## src/pkg/freq_ref_pkg.sv

```systemverilog
// Package: register map, reset values and carriers of the reference selector
package freq_ref_pkg;
	localparam int ADDR_W = 4;
	localparam int DATA_W = 32;
	localparam int FREQ_W = 16;
	localparam int PCT_W = 11;
	// Register indices
	localparam logic [3:0] REG_CTRL = 4'h0;
	localparam logic [3:0] REG_KEYPAD = 4'h1;
	localparam logic [3:0] REG_STAGE0 = 4'h2;
	localparam logic [3:0] REG_UPPER = 4'h3;
	localparam logic [3:0] REG_LOWER = 4'h4;
	localparam logic [3:0] REG_FMAX1 = 4'h5;
	localparam logic [3:0] REG_FMAX2 = 4'h6;
	localparam logic [3:0] REG_FMIN1 = 4'h7;
	localparam logic [3:0] REG_PULSE_GAIN = 4'h8;
	localparam logic [3:0] REG_MPG_MAG = 4'h9;
	localparam logic [3:0] REG_MPG_LIMIT = 4'hA;
	localparam logic [3:0] REG_COMM = 4'hB;
	localparam logic [3:0] REG_REF = 4'hC;
	localparam logic [3:0] REG_STATUS = 4'hD;
	// Control field positions
	localparam int F_MAIN = 0;
	localparam int F_ALT = 4;
	localparam int F_COMBINE = 8;
	localparam int F_MINDET = 9;
	localparam int F_SLEEP = 10;
	localparam int F_RETAIN = 11;
	localparam int F_AITYPE = 12;
	localparam int F_AI2FN = 16;
	localparam int F_PULSEFN = 20;
	localparam int F_MOTOR = 24;
	localparam int CTRL_W = 25;
	// Values after reset
	localparam logic [CTRL_W-1:0] CTRL_RST = 25'h0001000;
	localparam logic [15:0] FREQ_RST = 16'h0000;
	localparam logic [15:0] FMAX_RST = 16'h1770;
	localparam logic [15:0] FMIN_RST = 16'h0096;
	localparam logic [10:0] UPPER_RST = 11'h3E8;
	localparam logic [10:0] LOWER_RST = 11'h000;
	localparam logic [15:0] GAIN_RST = 16'h0100;
	localparam logic [15:0] LIMIT_RST = 16'hFFFF;
	// Fixed codes
	localparam logic [3:0] SRC_KEYPAD = 4'h0;
	localparam logic [3:0] SRC_ANALOG = 4'h1;
	localparam logic [3:0] SRC_UPDOWN = 4'h2;
	localparam logic [3:0] SRC_COMM = 4'h3;
	localparam logic [3:0] SRC_PULSE = 4'h4;
	localparam logic [3:0] SRC_AUX = 4'h7;
	localparam logic [3:0] SRC_MPG = 4'h8;
	localparam logic [3:0] AI2_ADD = 4'hA;
	localparam logic [10:0] PCT_MAX = 11'h442;
	localparam logic [10:0] PCT_UPPER_MIN = 11'h001;
	localparam logic [11:0] MA4_CODE = 12'h19A;
	localparam logic [15:0] UPDOWN_STEP = 16'h0001;
	// Up/down ramp tick
	localparam int CLK_NS = 20;
	localparam int UPDOWN_TICK_NS = 1000000;
	localparam int UPDOWN_TICK_CYC = UPDOWN_TICK_NS / CLK_NS;
	localparam int TICK_W = 16;

	typedef enum logic [1:0] {
		AI_UNI = 2'b00,
		AI_BIP = 2'b01,
		AI_CUR = 2'b10
	} ai_kind_e;

	typedef struct packed {
		logic signed [11:0] ai1;
		logic signed [11:0] ai2;
		logic [15:0] pulse_hz;
		logic [15:0] mpg_speed;
		logic [15:0] comm_freq;
		logic comm_valid;
		logic [15:0] restore_freq;
		logic restore_valid;
		logic [15:0] pid_in;
	} fe_in_s;

	typedef struct packed {
		logic same_source_error;
		logic limit_range_error;
		logic below_min_warning;
		logic comm_shown;
	} flags_s;
endpackage
```

## src/design/freq_ref_selector.sv

```systemverilog
// Frequency reference selection, combination and limiting
// Summary of operation
// Code 0: main uses keypad entry, alternative uses speed-stage-0 value.
// Analog type 0..5 sets input pair ranges; default 1.
// Code 1 uses analog one; second function 10 adds analog two.
// Code 2 ramps reference up on increment, down on decrement input.
// Configurer assigns increment and decrement terminals before selecting code 2.
// Code 3 takes reference from the serial communication port.
// Code 4 uses scaled pulse train when pulse function is 0.
// Code 7 with second function 0 uses analog two, full scale 100%.
// Code 7 with second function nonzero gives zero reference.
// Main code 8: hand-wheel speed times gain, clamped to limit.
// Combine mode 0 uses main only; 1 uses main plus alternative.
// Combine 1 with equal main and alternative codes flags error.
// Communication reference readable, 0 to 599.00 Hz, when code 3 used.
// Retention 1 keeps communication value; acts only in communication mode.
// Detection 0: command below motor one minimum raises warning.
// Detection 1: command below motor one minimum runs at minimum.
// Sleeping bounds controller output at lower limit or 0 Hz.
// Reference capped at upper limit, 0.1 to 109.0 percent.
// Reference held at or above lower limit, 0.0 to 109.0 percent.
// Percent limits use selected motor's maximum frequency.
// Upper limit below lower limit flags setting-range error.
// Limits apply in every source mode.
// Reference and flags registered together on the control clock.
//
// Added by the designer: the address-and-strobe port and the register addresses.
`timescale 1ns/1ps
`default_nettype none

module freq_ref_selector
	import freq_ref_pkg::*;
#(
	parameter int TICK_CYC = UPDOWN_TICK_CYC
)
(
	input wire logic clock, // 50 MHz
	input wire logic reset_n, // Async reset
	input wire logic [freq_ref_pkg::ADDR_W-1:0] address, // Reg index
	input wire logic [freq_ref_pkg::DATA_W-1:0] write_data, // Write data
	input wire logic write_strobe, // Write
	input wire logic read_strobe, // Read
	output logic [freq_ref_pkg::DATA_W-1:0] read_data, // Read data
	input wire freq_ref_pkg::fe_in_s fe, // Front-end values
	input wire logic inc_pin, // Up terminal
	input wire logic dec_pin, // Down terminal
	input wire logic sleeping, // Drive asleep
	output logic [15:0] freq_ref, // Final reference
	output logic [15:0] pid_bounded, // Bounded PID
	output freq_ref_pkg::flags_s flags, // Error flags
	output logic comm_save // Persist pulse
);
	import freq_ref_pkg::*;

	typedef struct packed {
		logic [CTRL_W-1:0] ctrl;
		logic [15:0] keypad;
		logic [15:0] stage0;
		logic [10:0] upper;
		logic [10:0] lower;
		logic [15:0] fmax1;
		logic [15:0] fmax2;
		logic [15:0] fmin1;
		logic [15:0] pulse_gain;
		logic [15:0] mpg_mag;
		logic [15:0] mpg_limit;
		logic [15:0] comm;
		logic [15:0] updown;
		logic [TICK_W-1:0] tick;
		logic [1:0] inc_sync;
		logic [1:0] dec_sync;
		logic [15:0] ref_q;
		logic [15:0] pid_q;
		flags_s flg;
		logic save;
		logic [DATA_W-1:0] rdata;
	} state_s;

	state_s st;
	state_s next_st;

	// ==========================================================
	// Helpers
	function automatic logic [11:0] ai_frac(
		input logic signed [11:0] raw,
		input ai_kind_e kind
	);
		logic [12:0] mag;
		logic [14:0] cur;
		mag = 13'h0000;
		cur = 15'h0000;
		ai_frac = 12'h000;
		case (kind)
			AI_UNI:
			begin
				if (!raw[11])
					ai_frac = {raw[10:0], 1'b0};
			end
			AI_BIP:
			begin
				mag = raw[11] ? 13'(-$signed({raw[11], raw})) : {1'b0, raw};
				ai_frac = (mag[12:11] != 2'b00) ? 12'hFFF : {mag[10:0], 1'b0};
			end
			AI_CUR:
			begin
				if (!raw[11] && raw[11:0] > MA4_CODE)
				begin
					cur = 15'((raw[11:0] - MA4_CODE) * 3'd5);
					ai_frac = cur[13:1] > 13'h0FFF ? 12'hFFF : cur[12:1];
				end
			end
			default:
				ai_frac = 12'h000;
		endcase
	endfunction

	function automatic logic [15:0] frac_hz(
		input logic [15:0] fmax,
		input logic [11:0] frac
	);
		logic [27:0] p;
		p = 28'(fmax) * 28'(frac);
		frac_hz = p[27:12];
	endfunction

	function automatic logic [15:0] pct_hz(
		input logic [15:0] fmax,
		input logic [10:0] pct
	);
		logic [26:0] p;
		p = 27'(fmax) * 27'(pct);
		p = p / 27'd1000;
		pct_hz = (p[26:16] != 11'h000) ? 16'hFFFF : p[15:0];
	endfunction

	function automatic logic [15:0] gain_hz(
		input logic [15:0] val,
		input logic [15:0] gain
	);
		logic [31:0] p;
		p = 32'(val) * 32'(gain);
		gain_hz = (p[31:24] != 8'h00) ? 16'hFFFF : p[23:8];
	endfunction

	// ==========================================================
	// Control decode
	logic [3:0] main_code;
	logic [3:0] alt_code;
	logic combine;
	logic min_detect;
	logic sleep_zero;
	logic retain;
	logic [2:0] ai_type;
	logic [3:0] ai2_fn;
	logic [3:0] pulse_fn;
	logic motor_two;
	ai_kind_e kind1;
	ai_kind_e kind2;
	logic [15:0] fmax;
	logic [15:0] upper_hz;
	logic [15:0] lower_hz;
	logic [15:0] ai1_hz;
	logic [15:0] ai2_hz;
	logic [15:0] analog_hz;
	logic [15:0] aux_hz;
	logic [15:0] pulse_hz;
	logic [15:0] mpg_hz;
	logic [15:0] main_hz;
	logic [15:0] alt_hz;
	logic [16:0] sum;
	logic [15:0] sel_hz;
	logic [15:0] lim_hz;
	logic [15:0] floor_hz;
	logic below;
	logic comm_mode;
	logic tick_hit;

	assign main_code = st.ctrl[F_MAIN+:4];
	assign alt_code = st.ctrl[F_ALT+:4];
	assign combine = st.ctrl[F_COMBINE];
	assign min_detect = st.ctrl[F_MINDET];
	assign sleep_zero = st.ctrl[F_SLEEP];
	assign retain = st.ctrl[F_RETAIN];
	assign ai_type = st.ctrl[F_AITYPE+:3];
	assign ai2_fn = st.ctrl[F_AI2FN+:4];
	assign pulse_fn = st.ctrl[F_PULSEFN+:4];
	assign motor_two = st.ctrl[F_MOTOR];
	assign comm_mode = (main_code == SRC_COMM) || (alt_code == SRC_COMM);
	assign tick_hit = (st.tick == TICK_W'(TICK_CYC - 1));

	// Input pair ranges by signal type
	always_comb
	begin
		case (ai_type)
			3'd0:
			begin
				kind1 = AI_UNI;
				kind2 = AI_UNI;
			end
			3'd1:
			begin
				kind1 = AI_UNI;
				kind2 = AI_CUR;
			end
			3'd2:
			begin
				kind1 = AI_BIP;
				kind2 = AI_UNI;
			end
			3'd3:
			begin
				kind1 = AI_BIP;
				kind2 = AI_CUR;
			end
			3'd4:
			begin
				kind1 = AI_CUR;
				kind2 = AI_UNI;
			end
			3'd5:
			begin
				kind1 = AI_CUR;
				kind2 = AI_CUR;
			end
			default:
			begin
				kind1 = AI_UNI;
				kind2 = AI_UNI;
			end
		endcase
	end

	// ==========================================================
	// Source values
	assign fmax = motor_two ? st.fmax2 : st.fmax1;
	assign upper_hz = pct_hz(fmax, st.upper);
	assign lower_hz = pct_hz(fmax, st.lower);
	assign ai1_hz = frac_hz(fmax, ai_frac(fe.ai1, kind1));
	assign ai2_hz = frac_hz(fmax, ai_frac(fe.ai2, kind2));
	assign analog_hz = (ai2_fn == AI2_ADD) ?
		((ai1_hz + ai2_hz < ai1_hz) ? 16'hFFFF : 16'(ai1_hz + ai2_hz)) :
		ai1_hz;
	assign aux_hz = (ai2_fn == 4'h0) ? ai2_hz : 16'h0000;
	assign pulse_hz = (pulse_fn == 4'h0) ?
		gain_hz(fe.pulse_hz, st.pulse_gain) : 16'h0000;
	assign mpg_hz = (gain_hz(fe.mpg_speed, st.mpg_mag) > st.mpg_limit) ?
		st.mpg_limit : gain_hz(fe.mpg_speed, st.mpg_mag);

	function automatic logic [15:0] pick(
		input logic [3:0] code,
		input logic alt,
		input logic [15:0] keypad,
		input logic [15:0] stage0,
		input logic [15:0] analog,
		input logic [15:0] updown,
		input logic [15:0] comm,
		input logic [15:0] pulse,
		input logic [15:0] aux,
		input logic [15:0] handwheel_pulse_gen
	);
		case (code)
			SRC_KEYPAD: pick = alt ? stage0 : keypad;
			SRC_ANALOG: pick = analog;
			SRC_UPDOWN: pick = updown;
			SRC_COMM: pick = comm;
			SRC_PULSE: pick = pulse;
			SRC_AUX: pick = aux;
			SRC_MPG: pick = alt ? 16'h0000 : handwheel_pulse_gen;
			default: pick = 16'h0000;
		endcase
	endfunction

	assign main_hz = pick(main_code, 1'b0, st.keypad, st.stage0,
		analog_hz, st.updown, st.comm, pulse_hz, aux_hz, mpg_hz);
	assign alt_hz = pick(alt_code, 1'b1, st.keypad, st.stage0,
		analog_hz, st.updown, st.comm, pulse_hz, aux_hz, mpg_hz);

	// ==========================================================
	// Combine, minimum handling, limits
	always_comb
	begin
		sum = {1'b0, main_hz} + {1'b0, alt_hz};
		if (combine)
			sel_hz = sum[16] ? 16'hFFFF : sum[15:0];
		else
			sel_hz = main_hz;
		below = (sel_hz < st.fmin1);
		if (below && min_detect)
			sel_hz = st.fmin1;
		lim_hz = sel_hz;
		if (lim_hz < lower_hz)
			lim_hz = lower_hz;
		if (lim_hz > upper_hz)
			lim_hz = upper_hz;
		floor_hz = sleep_zero ? 16'h0000 : lower_hz;
	end

	// ==========================================================
	// Next state
	always_comb
	begin
		next_st = st;
		next_st.save = 1'b0;
		next_st.inc_sync = {st.inc_sync[0], inc_pin};
		next_st.dec_sync = {st.dec_sync[0], dec_pin};
		next_st.tick = tick_hit ? '0 : TICK_W'(st.tick + 1'b1);
		// Up/down ramp on synchronised terminals
		if (tick_hit)
		begin
			if (st.inc_sync[1] && !st.dec_sync[1])
			begin
				if (st.updown < upper_hz)
					next_st.updown = 16'(st.updown + UPDOWN_STEP);
			end
			else if (st.dec_sync[1] && !st.inc_sync[1])
			begin
				if (st.updown > lower_hz)
					next_st.updown = 16'(st.updown - UPDOWN_STEP);
			end
		end
		// Communication value and persistence
		if (fe.comm_valid)
		begin
			next_st.comm = fe.comm_freq;
			next_st.save = retain && comm_mode;
		end
		else if (fe.restore_valid && retain && comm_mode)
			next_st.comm = fe.restore_freq;
		// Output stage
		next_st.ref_q = lim_hz;
		next_st.pid_q = (sleeping && fe.pid_in < floor_hz) ?
			floor_hz : fe.pid_in;
		next_st.flg.same_source_error = combine &&
			(main_code == alt_code);
		next_st.flg.limit_range_error = (st.upper < st.lower);
		next_st.flg.below_min_warning = below && !min_detect;
		next_st.flg.comm_shown = comm_mode;
		// Register writes
		if (write_strobe)
		begin
			case (address)
				REG_CTRL: next_st.ctrl = write_data[CTRL_W-1:0];
				REG_KEYPAD: next_st.keypad = write_data[15:0];
				REG_STAGE0: next_st.stage0 = write_data[15:0];
				REG_UPPER:
				begin
					if (write_data[10:0] >= PCT_UPPER_MIN &&
						write_data[10:0] <= PCT_MAX)
						next_st.upper = write_data[10:0];
				end
				REG_LOWER:
				begin
					if (write_data[10:0] <= PCT_MAX)
						next_st.lower = write_data[10:0];
				end
				REG_FMAX1: next_st.fmax1 = write_data[15:0];
				REG_FMAX2: next_st.fmax2 = write_data[15:0];
				REG_FMIN1: next_st.fmin1 = write_data[15:0];
				REG_PULSE_GAIN: next_st.pulse_gain = write_data[15:0];
				REG_MPG_MAG: next_st.mpg_mag = write_data[15:0];
				REG_MPG_LIMIT: next_st.mpg_limit = write_data[15:0];
				default: next_st.ctrl = st.ctrl;
			endcase
		end
		// Register reads
		next_st.rdata = '0;
		if (read_strobe)
		begin
			case (address)
				REG_CTRL: next_st.rdata = DATA_W'(st.ctrl);
				REG_KEYPAD: next_st.rdata = DATA_W'(st.keypad);
				REG_STAGE0: next_st.rdata = DATA_W'(st.stage0);
				REG_UPPER: next_st.rdata = DATA_W'(st.upper);
				REG_LOWER: next_st.rdata = DATA_W'(st.lower);
				REG_FMAX1: next_st.rdata = DATA_W'(st.fmax1);
				REG_FMAX2: next_st.rdata = DATA_W'(st.fmax2);
				REG_FMIN1: next_st.rdata = DATA_W'(st.fmin1);
				REG_PULSE_GAIN: next_st.rdata = DATA_W'(st.pulse_gain);
				REG_MPG_MAG: next_st.rdata = DATA_W'(st.mpg_mag);
				REG_MPG_LIMIT: next_st.rdata = DATA_W'(st.mpg_limit);
				REG_COMM:
					next_st.rdata = comm_mode ?
						DATA_W'(st.comm) : '0;
				REG_REF: next_st.rdata = DATA_W'(st.ref_q);
				REG_STATUS: next_st.rdata = DATA_W'(st.flg);
				default: next_st.rdata = '0;
			endcase
		end
	end

	always_ff @(posedge clock or negedge reset_n)
	begin
		if (!reset_n)
		begin
			st <= '0;
			st.ctrl <= CTRL_RST;
			st.keypad <= FREQ_RST;
			st.stage0 <= FREQ_RST;
			st.upper <= UPPER_RST;
			st.lower <= LOWER_RST;
			st.fmax1 <= FMAX_RST;
			st.fmax2 <= FMAX_RST;
			st.fmin1 <= FMIN_RST;
			st.pulse_gain <= GAIN_RST;
			st.mpg_mag <= GAIN_RST;
			st.mpg_limit <= LIMIT_RST;
		end
		else
			st <= next_st;
	end

	assign read_data = st.rdata;
	assign freq_ref = st.ref_q;
	assign pid_bounded = st.pid_q;
	assign flags = st.flg;
	assign comm_save = st.save;
endmodule // freq_ref_selector

`default_nettype wire

```

## config.mk

```make
export PLATFORM = sky130hd
export DESIGN_NAME = freq_ref_selector
export DESIGN_NICKNAME = d
export VERILOG_FILES = /design/src/pkg/freq_ref_pkg.sv /design/src/design/freq_ref_selector.sv
export SDC_FILE = /design/constraint.sdc
export NUM_CORES = 2
export LEC_CHECK = 0
export BUFFER_PORTS_ARGS = -buffer_cell sky130_fd_sc_hd__buf_2
export CAP_MARGIN = 20
export CORE_UTILIZATION = 50
export CTS_BUF_LIST = sky130_fd_sc_hd__clkbuf_2
export DETAILED_ROUTE_END_ITERATION = 10
export PLACE_DENSITY_LB_ADDON = 0.2
export REMOVE_ABC_BUFFERS = 1
export SYNTH_ARGS = -nofsm -noshare
export SYNTH_HDL_FRONTEND = slang
export SYNTH_SLANG_ARGS = --single-unit
export TNS_END_PERCENT = 1
```

## constraint.sdc

```tcl
create_clock -name clock -period 21.6 [get_ports clock]
set_input_delay 1.08 -clock clock [delete_from_list [all_inputs] [get_ports clock]]
set_output_delay 1.08 -clock clock [all_outputs]
set_load 0.01 [all_outputs]
```

* Yosys cells after proc, flatten, opt, wreduce, memory -nomap -nowiden *
Index checks and enable logic that the tools add are counted.

cells by class
  add/sub/neg operators = 9
  multipliers = 8
  divide/modulo/power cells = 2
  $lt $le $gt $ge = 15
  equality and inequality tests = 37
  multiplexer cells = 44
  reductions and logical operators = 49

operators with widths
  operator                count
  $mux 16                 25
  $pmux 25 s14            1
  $pmux 16 s7             1
  $mux 12                 8
  $pmux 16 s6             1
  $lt 16x16->1            5
  $pmux 12 s3             2
  $mul 16x16->32          2
  $mul 16x12->28          2
  $div 27x10->27 const B  2
  $mul 16x11->27          2
  $gt 16x16->1            3
  $add 16x1->16 const B   2
  $eq 4x3->1 const B      8
  $eq 4x4->1 const B      8
  $mul 15x3->14 const B   2
  $gt 13x12->1 const B    2
  $mux 13                 2
  $neg 12->13             2
  $sub 12x9->13 const B   2
  $mux 25                 1
  $eq 4x2->1 const B      6
  $gt 12x9->1 const B     2
  $reduce_bool 11->1      2
  30 further kinds        71

storage, ports and cells
  flip-flop bits (word level) = 296
  bits of input ports = 149
  output and inout bits = 69
  word-level logic and storage cells = 188

* Longest topological paths before layout *
  depth in word-level cells = 22
  gate-level depth with buffers = 133

* Worst setup path after synthesis *
Ideal clock, no wire load.

  path kind = input to register
  from = in fe[83] in the netlist's numbering
  to = reg st (netlist bit freq_ref[12])
  data arrival time = 22335 ps
  required time = 21475 ps
  setup slack = -859 ps
  stages on the path = 124
  path buffers = 6
  cell sequence = inv_1 > ha_1 > xnor2_1 > ha_1 > ha_1 > inv_1 > fa_1 > inv_1 > a21oi_1 > o21ai_0 > a21oi_1 > o21ai_0 > a21oi_1 > o21bai_1 > a21o_1 > a21oi_1 > xnor2_1 > inv_1 > [... 88 more ...] > a21oi_2 > o21ai_4 > buf_6 > mux2i_1 > inv_1 > ha_1 > nand3_1 > o22ai_1 > o21ai_0 > nand2b_1 > a21oi_1 > nor2b_1 > o21ai_0 > nand2b_1 > a21oi_1 > a31oi_1 > clkbuf_1 > mux2_2

between the ends
  cells in the longest elaborated chain, start to end = 22

RTL lines
  element               RTL line                  RTL
  from (decl)           freq_ref_selector.sv:44   input wire freq_ref_pkg::fe_in_s fe,
  $sub 12x9->13         freq_ref_selector.sv:108  cur = 15'((raw[11:0] - MA4_CODE) * 3'd5);
  $mul 15x3->14         freq_ref_selector.sv:108
  $gt 13x12->1          freq_ref_selector.sv:109  ai_frac = cur[13:1] > 13'h0FFF ? 12'hFFF : cur[12:1];
  $mux 12               freq_ref_selector.sv:109
  $mux 12               freq_ref_selector.sv:106  if (!raw[11] && raw[11:0] > MA4_CODE)
  $pmux 12 s3 (*)       freq_ref_selector.sv:93   case (kind)
  $mul 16x12->28 (*)    freq_ref_selector.sv:122  p = 28'(fmax) * 28'(frac);
  $add 16x16->16        freq_ref_selector.sv:241  ((ai1_hz + ai2_hz < ai1_hz) ? 16'hFFFF : 16'(ai1_hz + ai2_hz)) :
  [... 7 more ...]      -
  $lt 16x16->1          freq_ref_selector.sv:287  below = (sel_hz < st.fmin1);
  $logic_and 1x1->1     freq_ref_selector.sv:288  if (below && min_detect)
  $mux 16 (*)           freq_ref_selector.sv:288
  $lt 16x16->1          freq_ref_selector.sv:291  if (lim_hz < lower_hz)
  $mux 16 (*)           freq_ref_selector.sv:291
  $gt 16x16->1          freq_ref_selector.sv:293  if (lim_hz > upper_hz)
  $mux 16 (*)           freq_ref_selector.sv:293
  via lim_hz[12]        freq_ref_selector.sv:172  logic [15:0] lim_hz;
  to (signal assigned)  freq_ref_selector.sv:409  st <= next_st;
  to (decl)             freq_ref_selector.sv:79   state_s st;

Mark *: on every way through the listed nets, which the timed path passes. The rest lies on a longest branch.
A chain may end at the register's enable or synchronous reset.

* Worst setup path after layout *
  from = reg st (netlist bit motor_two)
  to = reg st (netlist bit freq_ref[15])

between the ends
  cells in the longest elaborated chain, start to end = 17

RTL lines
  element                                                                  RTL line                  RTL
  $mux 16 (*)                                                              freq_ref_selector.sv:235  assign fmax = motor_two ? st.fmax2 : st.fmax1;
  parallel branches: the longest is 15 deep, another holds $mul 16x11->27  -
  $mux 16 (*)                                                              freq_ref_selector.sv:293
  via lim_hz[15]                                                           freq_ref_selector.sv:172

Mark *: on every way through the listed nets, which the timed path passes.

==> out/qor.yml <==
synthesis:
  ys_seq_elements: 289
  synth_area_leader_cell: "fa_1"
  synth_area_um2: 70400
  ys.flop_type: "dfrtp_1"
  ys_top_cells_by_count: "inv_1, nand2_1, fa_1"
  yosysMostFrequentCell: "inv_1"
  synth_edf_count: 0
  synth.area.top_cells: "fa_1, ha_1, dfrtp_1"
  yosysSeqAreaShare: 0.104
  ys_warn_count: 0
  synthCells: 8274
  synth_top_area_frac: 0.261
  async_flop_share: 1.00
  avgSynthCellArea_um2: 8.50
  ys_types: 139
place:
  globalplace.congestion: 1.02
  hpwl_mm: 183
  dpl_cell_area_um2: 76200
  dp_cells: 10500
  port_buffers: 203
drt:
  ant_nets: 0
  drtPass1Iterations: 8
  routed_wl_mm: 230
  drc: 0
  vias: 62700
  vias_per_cell: 5.87
  wl_per_cell_um: 21.6
  drtIter0Drc: 5137
global_route:
  grt_usage: 0.325
  grt_pass1_wl_mm: 360
  met3_usage: 0.0593
  busiest_layer: "met2"
  grt_start_max_net_pins: 109
  grt_pass1_vias: 62700
  grtUsageMet1: 0.432
  grt-ovfl-total: 0
  antenna_found_initial: 23
  grt_use_met2: 0.520
cells_and_area:
  fin_nets: 10500
  fin_area_um2: 78200
  drive_gt1_frac: 0.176
  nFillCells: 13000
  area_growth_syn_to_layout_pct: 11.1
  finalNonFillerCells: 10700
  multi_input_area_um2: 57500
  register_area_um2: 7290
min_path:
  hold_class: "in2async"
timing:
  max_slew.worst_pin.slew_ps: 1220
  finalHoldViolCount: 0
  setup_viol: 0
  timing.fmax_mhz: 47.5
  fin_crit_sh: 0.974
  rsz0062_at_grt: "true"
  finalClockSkew_ps: 92.9
  drv_slew: 0
  fin_crit_ps: 21040
  slew_headroom: 0.186
floorplanning:
  dieArea_um2: 142000
  rows: 137
  core_area_um2: 140000
  dieWidth_um: 377
  io_pins: 218
  initial_core_util: 0.504
  die_h_um: 377
worst_setup_path:
  crit_arrival_ps: 21910
  timing.setup.critical_path_class: "reg2reg"
  cpMostUsedCell: "buf_4"
  endpoint_kind: "flip-flop"
  critPathLaunchType: "flip-flop"
  required_ps: 22470
  slowest_stage: "or4b_4"
  worst-path-max-fanout: 16
  crit_path_max_incr_delay_ps: 610
cts:
  clock-root-buffer: "clkbuf_2"
  cts_made_buffers: 80
  cts_tree: "done"
  cts_sinks: 289
  clk_pin_slew_ps: 130
  h-tree-depth: 3
  clock_latency_ps: 1060
  cts.path.max_buffers: 3
status:
  status: "complete, no violations"
flow_run:
  cap_violations: 0
==> final cells by class <==
cell class,instances,area share
Multi-Input combinational cell,6345,0.735
Sequential cell,289,0.0933
Timing Repair Buffer,830,0.0748
Inverter,1191,0.0572
Tap cell,1876,0.0300
Clock buffer,123,0.00787
Clock inverter,21,0.00144
Antenna cell,7,0.000224
==> final timing paths <==
path / start / to / slack (ps) / cells past startpoint
setup / recovery: motor_two / freq_ref[15] / 560 / 81
hold / removal: reset_n / st[251] / 120 / 1
setup reg to reg: motor_two / freq_ref[15] / 560 / 81
hold reg to reg: next_st[72] / st[72] / 360 / 0
max in group asynchronous: reset_n / st[230] / 19170 / 3
min in group clock: dec_pin / next_st[70] / 180 / 1
==> state kept, by name, indices dropped and copies added, names as in the netlist <==
register,flops
st,201
read_data,25
freq_ref,16
pid_bounded,16
ai2_fn,4
alt_code,4
flags,4
main_code,4
pulse_fn,4
ai_type,3
next_st,2
combine,1
comm_save,1
min_detect,1
motor_two,1
retain,1
sleep_zero,1
==> worst max-delay path, delay by kind of cell (launching register included) <==
family / cells / cell delay [ps]
buf+inv: 13 / 2100
fa+ha+maj: 8 / 3310
compound gates: 33 / 6920
simple gates: 22 / 6620
flops: 1 / 460
xor+xnor: 1 / 130
mux: 4 / 1230
==> cell families (layout without fill, tap and decap cells) <==
family / after synthesis / after routing / synth area share
other: 1 / 14 / 0.0000533
adder cells (fa/ha/maj): 1611 / 1611 / 0.384
XOR/XNOR: 295 / 295 / 0.0374
multiplexers: 369 / 369 / 0.0574
AO/OA/AOI/OAI: 1507 / 1507 / 0.154
buffers and inverters: 1646 / 2165 / 0.0931
AND/OR/NAND/NOR: 2556 / 2556 / 0.170
flip-flops: 289 / 289 / 0.104
==> metrics by stage <==
stage	utilization	setup TNS [ps]	hold slack (ps)	worst slack, ps
after floorplan	-	-44770	331	-2830
after global placement	0.546	-5740	335	-443
after detailed placement	0.546	-12840	336	-891
after CTS	0.552	-2.79	44.8	-2.79
after global routing	0.560	-5410	99.0	-363
final	0.560	0	118	563
==> layout by cell type, fill, tap and decap left out, types with 31 or more instances in the layout <==
cell,Yosys,final
dfrtp_1,246,240
nand2b_1,62,62
buf_2,25,202
fa_1,919,917
a31oi_1,64,59
xnor2_1,200,195
buf_4,79,610
o21ai_1,29,36
nand3_1,116,115
xor2_1,89,85
a22o_1,37,35
a21o_1,92,92
mux2_2,230,225
and2_1,351,349
a211oi_1,34,31
o211ai_1,60,60
a21oi_2,9,36
nand4_1,57,57
and3_1,44,44
nand2_1,1064,1062
a21oi_1,335,303
o21bai_1,50,48
clkbuf_2,0,123
nor2b_1,52,52
nor2_1,513,507
o21ai_0,252,236
o21a_1,62,60
ha_1,684,682
nor3_1,123,110
mux2i_1,120,111
inv_1,1188,1187
a221oi_1,47,47
dfstp_2,43,43
==> per-layer routing <==
layer  wire (um)  part of all wire  up-vias
li1            -                 -    28500
met1       95300              0.41    31300
met2      105000              0.45     2446
met3       19600             0.085      458
met4       10800             0.047       20
met5         135           0.00059        -
==> timing repair <==
item,in CTS,in global routing
gates cloned,0,1
setup endpoints to repair,32,32
gates resized for setup,14,185
pin swaps,2,36
hold buffers,0,0
setup buffers,3,35
Power is not shown: default switching activity piles up to over one toggle a cycle in this logic, so the estimate is an artifact.
